--- config.mk ---
export PLATFORM = sky130hd
export DESIGN_NAME = ocdd_top
export DESIGN_NICKNAME = d
export VERILOG_FILES = /design/src/core/ocdd_top.v
export VERILOG_INCLUDE_DIRS = /design/src /design/src/inc
export SDC_FILE = /design/constraint.sdc
export NUM_CORES = 1
export LEC_CHECK = 0
export BUFFER_PORTS_ARGS = -buffer_cell sky130_fd_sc_hd__buf_2
export CORE_UTILIZATION = 55
export DETAILED_ROUTE_END_ITERATION = 6
export MAX_ROUTING_LAYER = met4
export PLACE_DENSITY = 0.79
export RECOVER_POWER = 50
export SYNTH_ARGS = -nofsm -noshare
export SYNTH_HDL_FRONTEND = slang
export SYNTH_SLANG_ARGS = --single-unit
--- constraint.sdc ---
create_clock -name CLK -period 3.4 [get_ports CLK]
set_clock_uncertainty 0.2 [all_clocks]
set_input_delay 0.17 -clock CLK [delete_from_list [all_inputs] [get_ports CLK]]
set_output_delay 0.17 -clock CLK [all_outputs]
set_load 0.005 [all_outputs]
--- src/inc/ocdd_regs.vh ---
// constants for the on-screen character display fetch unit
`ifndef OCDD_REGS_VH
`define OCDD_REGS_VH
`define OCDD_RF_FME 7'h00
`define OCDD_RF_PBANK 7'h30
`define OCDD_RF_DEN 7'h31
`define OCDD_FME_BIT 1
`define OCDD_PBANK_BIT 0
`define OCDD_DEN_BIT 0
`define OCDD_STEAL_LAST 3'h4
`define OCDD_SLOT_HI 3'h0
`define OCDD_SLOT_LO 3'h1
`define OCDD_SLOT_PAT 3'h2
`define OCDD_COLS 5'h13
`define OCDD_ROWS 4'hE
`define OCDD_LAST_LINE 4'hE
`define OCDD_MAX_CTRL 2'h3
`define OCDD_BANK_NIB 7'h70
`define OCDD_PAT_LIMIT 6'h38
`define OCDD_ID_PAT 2'h0
`define OCDD_ID_RET1 2'h1
`define OCDD_ID_CTRL 2'h2
`define OCDD_ID_RET2 2'h3
`define OCDD_CSEL_RGB 2'h0
`define OCDD_CSEL_STYLE 2'h1
`define OCDD_CSEL_HSIZE 2'h2
`define OCDD_CSEL_VSIZE 2'h3
`define OCDD_DM_BANK1 2'h1
`define OCDD_DM_BANK2 2'h2
`define OCDD_FIFO_W 25
`define OCDD_FIFO_D 32
`define OCDD_FIFO_AW 5
`endif

--- src/core/ocdd_top.v ---
// fetch sequencer, row walker and output fifo of the on-screen character display
// Overview of operation
// - characters land anywhere in a 19 column by 14 row grid
// - eight colours per character, red green blue set by control words
// - only three control words per display row take effect
// - rounding, rimming and reverse video selectable per character
// - 120 patterns stored, one screen uses 64 from the first bank or 56 from the second
// - four sizes each way; vertical per row, horizontal per character
// - cells are 10 by 15 dots and abut with no gap
// - patterns sit in program memory; unused area stays program storage
// - character codes are ordinary data memory the cpu reaches freely
// - fetch mode repeats five stolen cycles then one cpu cycle
// - the cpu is held idle during the five stolen cycles
// - stolen cycles address memories from pattern and character pointers
// - with fetch enabled, a fetch request beats any interrupt request
// - fetch disabled refuses requests; clearing ends fetch after that instruction
// - display enable, bit 0 of 31H, starts and stops the display
// - one 8-bit character word takes an even and the next odd nibble
// - character memory is two banks of 112 nibbles
// - word top two bits are type, low six bits payload
// - types: 00 pattern, 10 control, 01 return bank one, 11 return bank two
// - pattern payload gives pattern address bits 9 to 4; the bank bit comes from 30H
// - return payload: row in upper three, column upper bits lower three
// - return ends the row; two returns in succession end the screen
`timescale 1ns/1ps
`include "ocdd_regs.vh"

module ocdd_fifo #(
	parameter W = 25,
	parameter D = 32,
	parameter AW = 5
) (
	input wire clk,
	input wire rst,
	input wire in_valid,
	output wire in_ready,
	input wire [W-1:0] in_data,
	output wire out_valid,
	input wire out_ready,
	output wire [W-1:0] out_data
);
	localparam [AW:0] FULL = D[AW:0];
	reg [W-1:0] mem [0:D-1];
	reg [AW-1:0] wr_reg, rd_reg;
	reg [AW:0] cnt_reg;
	wire push, pop;
	// honest flags straight from the occupancy count
	assign in_ready = (cnt_reg != FULL);
	assign out_valid = (cnt_reg != {(AW+1){1'b0}});
	assign out_data = mem[rd_reg];
	assign push = in_valid & in_ready;
	assign pop = out_valid & out_ready;
	// storage has no reset; only pointers and count need a defined value
	always @(posedge clk) begin
		if (push) begin
			mem[wr_reg] <= in_data;
		end
	end

	// pointers wrap naturally since depth is a power of two
	always @(posedge clk or posedge rst) begin
		if (rst) begin
			wr_reg <= {AW{1'b0}};
			rd_reg <= {AW{1'b0}};
			cnt_reg <= {(AW+1){1'b0}};
		end else begin
			if (push) begin
				wr_reg <= wr_reg + 1'b1;
			end
			if (pop) begin
				rd_reg <= rd_reg + 1'b1;
			end
			if (push & ~pop) begin
				cnt_reg <= cnt_reg + 1'b1;
			end else if (pop & ~push) begin
				cnt_reg <= cnt_reg - 1'b1;
			end
		end
	end
endmodule // ocdd_fifo

module ocdd_top (
	input wire CLK,
	input wire RST,
	input wire RF_WE,
	input wire [6:0] RF_ADDR,
	input wire [3:0] RF_WDATA,
	output reg [3:0] RF_RDATA,
	input wire [11:0] PC_ADDR,
	input wire [1:0] CPU_DBANK,
	input wire [6:0] CPU_DADDR,
	output wire [11:0] PMEM_ADDR,
	input wire [15:0] PMEM_RDATA,
	output wire [1:0] DMEM_BANK,
	output wire [6:0] DMEM_ADDR,
	input wire [3:0] DMEM_RDATA,
	output wire CPU_HOLD,
	input wire INT_REQ,
	output wire INT_TAKE,
	input wire HSYNC_PULSE,
	input wire VSYNC_N,
	output wire DISPLAY_ON,
	output wire PIX_VALID,
	input wire PIX_READY,
	output wire [24:0] PIX_DATA
);
	localparam ST_IDLE = 3'b001;
	localparam ST_STEAL = 3'b010;
	localparam ST_CPU = 3'b100;
	reg [2:0] state_reg, slot_reg, rgb_reg, style_reg;
	reg fme_reg, den_reg, pbank_reg, have_pat_reg, bank_reg, row_bank_reg, ret_bank_reg;
	reg ret_seen_reg, line_done_reg, scr_done_reg;
	reg [3:0] hi_reg, row_reg, line_reg;
	reg [5:0] pat_reg;
	reg [6:0] ptr_reg, row_start_reg, ret_addr_reg;
	reg [1:0] rep_reg, ctrl_cnt_reg, hsize_reg, vsize_reg, vsize_next_row_reg;
	reg [4:0] col_reg;
	wire fme_next, fifo_ready, req, accept, steal, push, last_line;
	wire [7:0] word;
	wire [1:0] word_id;
	wire [5:0] payload;
	wire [6:0] ptr_inc;
	wire [11:0] pat_addr;
	// flags as the register file sees them; write in the cpu slot takes effect at its edge
	assign fme_next = (RF_WE && RF_ADDR == `OCDD_RF_FME) ? RF_WDATA[`OCDD_FME_BIT] : fme_reg;
	always @(posedge CLK or posedge RST) begin
		if (RST) begin
			fme_reg <= 1'b0;
			den_reg <= 1'b0;
			pbank_reg <= 1'b0;
			RF_RDATA <= 4'h0;
		end else begin
			fme_reg <= fme_next;
			if (RF_WE && RF_ADDR == `OCDD_RF_DEN) begin
				den_reg <= RF_WDATA[`OCDD_DEN_BIT];
			end
			if (RF_WE && RF_ADDR == `OCDD_RF_PBANK) begin
				pbank_reg <= RF_WDATA[`OCDD_PBANK_BIT];
			end
			// read back lags the address by one cycle; other bits read zero
			case (RF_ADDR)
				`OCDD_RF_FME: RF_RDATA <= {2'h0, fme_reg, 1'b0};
				`OCDD_RF_PBANK: RF_RDATA <= {3'h0, pbank_reg};
				`OCDD_RF_DEN: RF_RDATA <= {3'h0, den_reg};
				default: RF_RDATA <= 4'h0;
			endcase
		end
	end
	// a group only starts with fifo room, so its single push never overflows
	assign req = den_reg & VSYNC_N & ~scr_done_reg & ~line_done_reg & fifo_ready;
	assign accept = (state_reg == ST_IDLE && fme_reg && req) ||
		(state_reg == ST_CPU && fme_next && req);
	assign steal = (state_reg == ST_STEAL);
	assign CPU_HOLD = steal;
	assign INT_TAKE = INT_REQ & ~steal & ~accept;
	assign DISPLAY_ON = den_reg;
	// five stolen cycles, then one cpu cycle, repeating while requests stand
	always @(posedge CLK or posedge RST) begin
		if (RST) begin
			state_reg <= ST_IDLE;
			slot_reg <= 3'h0;
		end else begin
			case (state_reg)
				ST_IDLE: begin
					slot_reg <= 3'h0;
					if (accept) begin
						state_reg <= ST_STEAL;
					end
				end
				ST_STEAL: begin
					if (slot_reg == `OCDD_STEAL_LAST) begin
						state_reg <= ST_CPU;
						slot_reg <= 3'h0;
					end else begin
						slot_reg <= slot_reg + 3'h1;
					end
				end
				ST_CPU: begin
					// the clearing write lands here, so fetch ends as that instruction completes
					state_reg <= accept ? ST_STEAL : ST_IDLE;
				end
				default: begin
					state_reg <= ST_IDLE;
					slot_reg <= 3'h0;
				end
			endcase
		end
	end

	// memory address muxes: pointers own the buses only in stolen cycles
	assign pat_addr = {1'b1, pbank_reg, pat_reg, line_reg};
	assign PMEM_ADDR = steal ? pat_addr : PC_ADDR;
	assign DMEM_BANK = steal ? (bank_reg ? `OCDD_DM_BANK2 : `OCDD_DM_BANK1) : CPU_DBANK;
	assign DMEM_ADDR = steal ? {ptr_reg[6:1], slot_reg == `OCDD_SLOT_LO} : CPU_DADDR;
	assign word = {hi_reg, DMEM_RDATA};
	assign word_id = word[7:6];
	assign payload = word[5:0];
	assign ptr_inc = (ptr_reg + 7'h2 >= `OCDD_BANK_NIB) ? 7'h0 : ptr_reg + 7'h2;
	assign last_line = (line_reg == `OCDD_LAST_LINE) && (rep_reg == vsize_reg);
	assign push = steal && slot_reg == `OCDD_SLOT_PAT && have_pat_reg;
	// row walker: vertical sync beats line sync, which beats the fetch datapath
	always @(posedge CLK or posedge RST) begin
		if (RST) begin
			hi_reg <= 4'h0;
			pat_reg <= 6'h0;
			have_pat_reg <= 1'b0;
			ptr_reg <= 7'h0;
			bank_reg <= 1'b0;
			row_start_reg <= 7'h0;
			row_bank_reg <= 1'b0;
			ret_addr_reg <= 7'h0;
			ret_bank_reg <= 1'b0;
			ret_seen_reg <= 1'b0;
			line_done_reg <= 1'b0;
			scr_done_reg <= 1'b0;
			row_reg <= 4'h0;
			line_reg <= 4'h0;
			rep_reg <= 2'h0;
			col_reg <= 5'h0;
			ctrl_cnt_reg <= 2'h0;
			rgb_reg <= 3'h7;
			style_reg <= 3'h0;
			hsize_reg <= 2'h0;
			vsize_reg <= 2'h0;
			vsize_next_row_reg <= 2'h0;
		end else if (!VSYNC_N) begin
			// flyback: rewind to the first word of bank one
			ptr_reg <= 7'h0;
			bank_reg <= 1'b0;
			row_start_reg <= 7'h0;
			row_bank_reg <= 1'b0;
			ret_seen_reg <= 1'b0;
			line_done_reg <= 1'b0;
			scr_done_reg <= 1'b0;
			row_reg <= 4'h0;
			line_reg <= 4'h0;
			rep_reg <= 2'h0;
			col_reg <= 5'h0;
			ctrl_cnt_reg <= 2'h0;
			have_pat_reg <= 1'b0;
			vsize_reg <= vsize_next_row_reg;
		end else if (HSYNC_PULSE) begin
			line_done_reg <= 1'b0;
			col_reg <= 5'h0;
			ctrl_cnt_reg <= 2'h0;
			have_pat_reg <= 1'b0;
			if (last_line) begin
				// next row starts where the return word pointed
				line_reg <= 4'h0;
				rep_reg <= 2'h0;
				row_reg <= row_reg + 4'h1;
				ptr_reg <= ret_addr_reg;
				bank_reg <= ret_bank_reg;
				row_start_reg <= ret_addr_reg;
				row_bank_reg <= ret_bank_reg;
				vsize_reg <= vsize_next_row_reg;
				if (row_reg + 4'h1 >= `OCDD_ROWS) begin
					scr_done_reg <= 1'b1;
				end
			end else begin
				// each vertical size step repeats a pattern line
				if (rep_reg == vsize_reg) begin
					rep_reg <= 2'h0;
					line_reg <= line_reg + 4'h1;
				end else begin
					rep_reg <= rep_reg + 2'h1;
				end
				ptr_reg <= row_start_reg;
				bank_reg <= row_bank_reg;
			end
		end else if (steal) begin
			if (slot_reg == `OCDD_SLOT_HI) begin
				hi_reg <= DMEM_RDATA;
			end
			if (slot_reg == `OCDD_SLOT_LO) begin
				case (word_id)
					`OCDD_ID_PAT: begin
						pat_reg <= payload;
						// beyond column 19 or past the second bank's patterns nothing shows
						have_pat_reg <= (col_reg < `OCDD_COLS) &&
							!(pbank_reg && payload >= `OCDD_PAT_LIMIT);
						ptr_reg <= ptr_inc;
						ret_seen_reg <= 1'b0;
					end
					`OCDD_ID_CTRL: begin
						if (ctrl_cnt_reg < `OCDD_MAX_CTRL) begin
							ctrl_cnt_reg <= ctrl_cnt_reg + 2'h1;
							case (payload[5:4])
								`OCDD_CSEL_RGB: rgb_reg <= payload[2:0];
								`OCDD_CSEL_STYLE: style_reg <= payload[2:0];
								`OCDD_CSEL_HSIZE: hsize_reg <= payload[1:0];
								`OCDD_CSEL_VSIZE: vsize_next_row_reg <= payload[1:0];
								default: rgb_reg <= rgb_reg;
							endcase
						end
						ptr_reg <= ptr_inc;
						ret_seen_reg <= 1'b0;
					end
					default: begin
						// a return word: the row ends, or the screen after two in a row
						line_done_reg <= 1'b1;
						ret_seen_reg <= 1'b1;
						if (ret_seen_reg) begin
							scr_done_reg <= 1'b1;
						end
						ret_addr_reg <= {payload[5:3], payload[2:0], 1'b0};
						ret_bank_reg <= (word_id == `OCDD_ID_RET2);
					end
				endcase
			end
			if (push) begin
				have_pat_reg <= 1'b0;
				col_reg <= col_reg + 5'h1;
			end
		end
	end

	// one cell line per entry; dot shifting happens downstream
	ocdd_fifo #(
		.W(`OCDD_FIFO_W),
		.D(`OCDD_FIFO_D),
		.AW(`OCDD_FIFO_AW)
	) u_fifo (
		.clk(CLK),
		.rst(RST),
		.in_valid(push),
		.in_ready(fifo_ready),
		.in_data({vsize_reg, hsize_reg, style_reg, rgb_reg, col_reg, PMEM_RDATA[9:0]}),
		.out_valid(PIX_VALID),
		.out_ready(PIX_READY),
		.out_data(PIX_DATA)
	);
endmodule // ocdd_top

# == Word-level counts from Yosys, hierarchy flattened ==
# Memories as Yosys holds them, arrays and structs flattened.
# Cells that the tools add are included.
# op_classes
n_eq_ne,36
n_lt_le_gt_ge,5
n_addsub,11
reduce_logical,39
muxes,76
n_bitwise,18
# op_table
operator,n
2-to-1 mux 7 bit,10
2-to-1 mux 2 bit,16
2-to-1 mux 1 bit,30
2-to-1 mux 4 bit,7
AND reduction 7 bit,4
"inequality test 3 x 2 -> 1 bit, second input constant",8
2-to-1 mux 5 bit,4
"adder 5 x 1 -> 5 bit, second input constant",3
"== test 7 x 6 -> 1 bit, second input constant",2
logical AND 1 bit,12
2-to-1 mux 12 bit,1
2-to-1 mux 6 bit,2
AND reduction 3 bit,4
bitwise AND 1 bit,10
AND reduction 2 bit,5
AND reduction 5 bit,2
2-to-1 mux 3 bit,3
one-hot mux 3 bit (3 select lines),1
"adder 4 x 1 -> 4 bit, second input constant",2
"== test 2 bit, second input constant",4
"inequality test 2 x 1 -> 1 bit, second input constant",4
"inequality test 4 x 2 -> 1 bit, second input constant",2
NOT 1 bit,8
AND reduction 4 bit,2
other kinds (31),39
# totals
wordCells,216
input_bits,59
ram_bits,800
out_inout_bits,54
memories,1
reg_bits,94
# mem_list
memory,depth,word_bits,read_ports,rd_clocked_by_memory_dff,write_ports,line_no,text
u_fifo.mem,32,25,1,0,1,ocdd_top.v:43,reg [W-1:0] mem [0:D-1];

# == Depth between registers and ports, before layout ==
# depth
word_depth,10
ltp_mapped,13

# == Cells and area by module ==
# Synthesis repeated with hierarchy kept, for this count alone.
# hier_totals
cells_unflattened,1849
area_unflattened_um2,35373.9
# by_module_without_submodules
mod,area_per_inst_um2,n_inst,seq_area_each_um2,cells_each
ocdd_fifo,31445.2,1,24423.4,1451
ocdd_top,3928.8,1,1856.8,398

# == Worst setup path before layout ==
# Ideal clock, no wire load.
# synth_timing
path_kind,reg-to-reg
start,reg u_fifo.cnt_reg[0]
end,reg u_fifo.cnt_reg[5]
required_time_ps,3120
n_path_buf,0
slack_ps,-90
setup_ps,80
synth_period_minus_slack_ps,3490
arrival_time_ps,3210
path_stages_with_launch,13
cell_sequence,dfrtp_1 -> or4_1 -> or3_1 -> and2_1 -> inv_1 -> ha_1 -> inv_1 -> ha_1 -> nand2_1 -> o21ai_0 -> mux2i_1 -> a2111oi_0 -> xnor2_1
# synth_between
elab_chain_cells,5
word_cells_on_any_way,13
cone_classes,add/sub (2); eq/ne (1); mux (2); bitwise (6); reduce/logical (2)
# synth_lines
item,line_no,text
"start, declared",ocdd_top.v:45,reg [AW:0] cnt_reg;
"start signal, assigned",ocdd_top.v:65,cnt_reg <= {(AW+1){1'b0}};
"start signal, assigned",ocdd_top.v:74,cnt_reg <= cnt_reg + 1'b1;
"start signal, assigned",ocdd_top.v:76,cnt_reg <= cnt_reg - 1'b1;
nonzero test 6 bit *,ocdd_top.v:49,assign out_valid = (cnt_reg != {(AW+1){1'b0}});
named net PIX_VALID,ocdd_top.v:103,"output wire PIX_VALID,"
bitwise AND 1 bit *,ocdd_top.v:52,assign pop = out_valid & out_ready;
NOT 1 bit,ocdd_top.v:73,if (push & ~pop) begin
bitwise AND 1 bit,ocdd_top.v:73,
2-to-1 mux 6 bit / nonzero test 2 bit (equally long branches),-,
# Mark *: on every way through the listed nets, which the timed path passes. The rest lies on a longest branch. The select of a mux whose other input is x is not followed.
# A chain may end at the register's enable or synchronous reset.

# == Final worst setup path ==
# layout_timing
start,reg u_fifo.rd_reg[0]
end,out PIX_DATA[22]
# layout_between
elab_chain_cells,1
# layout_lines
item,line_no,text
"start, declared",ocdd_top.v:44,"reg [AW-1:0] wr_reg, rd_reg;"
"start signal, assigned",ocdd_top.v:64,rd_reg <= {AW{1'b0}};
"start signal, assigned",ocdd_top.v:71,rd_reg <= rd_reg + 1'b1;
memory (32 x 25 bit),-,
"end, declared",ocdd_top.v:105,output wire [24:0] PIX_DATA
# No other way between the ends.

==> summary.md <==
| Metric | Value |
|---|---|
| Setup-failing EPs final | 0 |
| Met1 WL | 30500 um |
| Clk slew on worst S/H paths | 0.06 ns |
| Seq/Total Area, Yosys | 0.740 |
| Critical Path Max Stage Delay | 0.60 ns |
| Asr flop ratio synth | 0.101 |
| Drt wl/cell | 26.4 um |
| Overall Global Routing Usage | 0.256 |
| CP Capture Type | output pin |
| Residual DRC | 0 |
| Reg area | 26300 um^2 |
| VDD IR max | 786 uV |
| GP Congestion | 0.826 |
| Commonest cells post-synth | 800 x edfxtp_1, 261 x mux2i_1, 119 x nand2_1, 100 x mux4_2, 86 x dfrtp_1 |
| Detailed Routing Iterations Pass 1 | 5 |
| Area of the multi-input gates | 9000 um^2 |
| Violated checks | capacitance limit, slew limit |
| Core Region | 63400 um^2 |
| ANT nets after route | 0 |
| Initial antenna violation count | 1 |
| Unrepaired setup endpoints after global routing | yes |
| Slew margin rel. | -0.142 |
| Startpoint Class | flip-flop |
| Mapped Cells | 1968 |
| Dpl hpwl | 45300 um |
| DR top layer | met4 |
| DIE WIDTH | 256 um |
| Hold Crit Class | primary input to flip-flop |
| Final Cell Area | 40800 um^2 |
| Global-route wire length before repair | 121000 um |
| Warnings, synthesis | 0 |
| Fmax | 0.301 GHz |
| Post-synth EDFFs | 800 |
| Crit-path cells | nor2b_4 > buf_12 > a22o_1 > nor3_1 > a31oi_1 > o221ai_1 > buf_2 |
| Hold Fails Final Rpt | 0 |
| CTS H-tree depth | 3 |
| CTS Buf Count | 84 |
| Largest net degree at the start of global routing | 68 |
| DRT iter0 DRCs | 2158 |
| Total gr overflow | 0 |
| Ports | 113 |
| Die area | 65600 um^2 |
| # diodes | 0 |
| WL final | 81300 um |
| CTS tree | done |
| Clock buffer depth | 3 |
| Die Y | 256 um |
| Area Growth Syn to Fin | 14.7% |
| Syn avg cell area | 18.1 um^2 |
| Most flop-heavy register | u_fifo.mem |
| Final Util | 0.643 |
| Placed Area | 37700 um^2 |
| Unique masters post-synth | 63 |
| Most common cell in the netlist | edfxtp_1 |
| Synthesized area | 35500 um^2 |
| Setup_tns | 0 ns |
| DR vias/cell | 6.38 |
| Critical path required time | 3.03 ns |
| Tmin final | 3.33 ns |
| Final worst path period share | 0.979 |
| Synth top area share | 0.676 |
| Clk_lat worst skew | 0.63 ns |
| Hold WS | 0.0721 ns |
| Number of max-cap violations | 4 |
| Critical path peak fanout | 50 |
| Run status | complete, but fails checks |
| DR vias | 19600 |
| Slowest CP cell | dfrtp_4 |
| Root buffer cell | clkbuf_16 |
| Max FFs per register | 800 |
| Layout net count | 2246 |
| Worst Tran Pin Value | 1.71 ns |
| Setup CP Type | flip-flop to output pin |
| Vias in the first global route | 19900 |
| WL met2 | 41500 um |
| FILL cells | 4060 |
| Share of cells above drive strength 1 | 0.215 |
| Worst EP arrival | 2.96 ns |
| Yosys top cell by area | edfxtp_1 |
| LEAKAGE | 14.9 nW |
| I/O Buffers | 102 |
| FF+latch count, synth | 890 |
| Max-slew violations | 138 |
| Synth area leaders | edfxtp_1 68%, mux2i_1 7.4%, mux4_2 6.3% |
| Num Clock Sinks | 890 |
| Ys flop type | edfxtp_1 |
| Initial core utilization | 0.560 |
| Pwr/cell area | 707 nW/um^2 |
| WL met3 | 6280 um |
| Row Count | 92 |
==> layout by cell type, fill, tap and decap left out, types with 11 or more instances in the layout <==
master,n
buf_2,88
ha_1,20
nor2_2,17
clkbuf_16,86
dlygate4sd3_1,29
nand2_1,119
mux4_2,100
buf_4,58
xnor2_1,15
clkbuf_1,41
inv_1,13
nor3_1,28
a22o_1,39
nor2_1,32
a21oi_1,34
edfxtp_1,800
and3_1,12
clkinv_1,18
nand4_1,11
o21ai_0,19
a22oi_1,37
mux2_2,28
dfrtp_1,83
a31oi_1,23
clkinv_2,13
nor2_4,17
o221ai_1,25
mux2i_1,261
buf_12,18
==> where the power goes <==
group	internal (mW)	switching, mW	leakage (nW)
Sequential	11.9	0.198	9.22
Clock	5.34	4.00	1.31
Combinational	3.20	4.17	4.39
Total	20.5	8.36	14.9
==> per-stage QoR <==
stage          total power, mW  instances  setup WS, ns
2_1_floorplan             16.9       1969       0.00397
3_3_place_gp              19.3       2890        0.0120
3_5_place_dp              19.4       2890        -0.209
4_1_cts                   28.8       3073       0.00962
5_1_grt                   29.7       3077       -0.0338
6_report                  28.8       3077        0.0731
==> routing by layer <==
layer	vias up	track usage
li1	8240	-
met1	10100	0.322
met2	1083	0.425
met3	206	0.0372
met5	-	-
met4	0	0.0936
==> worst max-delay path, delay by kind of cell (launching register included) <==
family / cells / cell delay (ns)
and+or+nand+nor: 2 / 0.31
DFF: 1 / 0.60
buffers and inverters: 2 / 0.53
AOI/OAI and AO/OA: 3 / 0.87
==> timing repair <==
action	in CTS	in global routing
gates resized for setup	13	5
pin swaps	1	1
setup endpoints to repair	15	11
hold buffers	29	0
endpoints found under the hold margin	451	0
setup buffers	2	4
==> cells by family after synthesis <==
| logic type | Yosys count | share of synthesized area |
|---|---|---|
| AOI/OAI and AO/OA | 217 | 0.0441 |
| xor gates and xnor gates | 24 | 0.00592 |
| adders and majority gates | 22 | 0.00796 |
| buffers and inverters | 124 | 0.0147 |
| DFF | 890 | 0.740 |
| muxes | 395 | 0.148 |
| other | 1 | 0.000106 |
| and+or+nand+nor | 295 | 0.0396 |
==> layout make-up <==
type                    instances  share of cell area
multi-input cells             955               0.221
flip-flops and latches        890               0.645
clock buffers                 103              0.0544
repair buffers                218              0.0400
clock inverters                49              0.0122
well taps                     846              0.0260
inverters                      16             0.00150
==> path summary, 6_finish.rpt <==
kind                                        start           endpoint  slack [ns]  depth (start not counted)
worst max-delay path             u_fifo.rd_reg[0]       PIX_DATA[22]        0.07                          7
worst min-delay path                        RF_WE       state_reg[1]        0.07                          5
worst max register to register  u_fifo.cnt_reg[0]  u_fifo.cnt_reg[5]        0.13                         12
worst min register to register   row_start_reg[6]   row_start_reg[6]        0.29                          1
max in group asynchronous                     RST         ptr_reg[1]        1.66                          4
min in group asynchronous                     RST   u_fifo.rd_reg[4]        0.15                          3
Power figures use the tool's default switching activity.
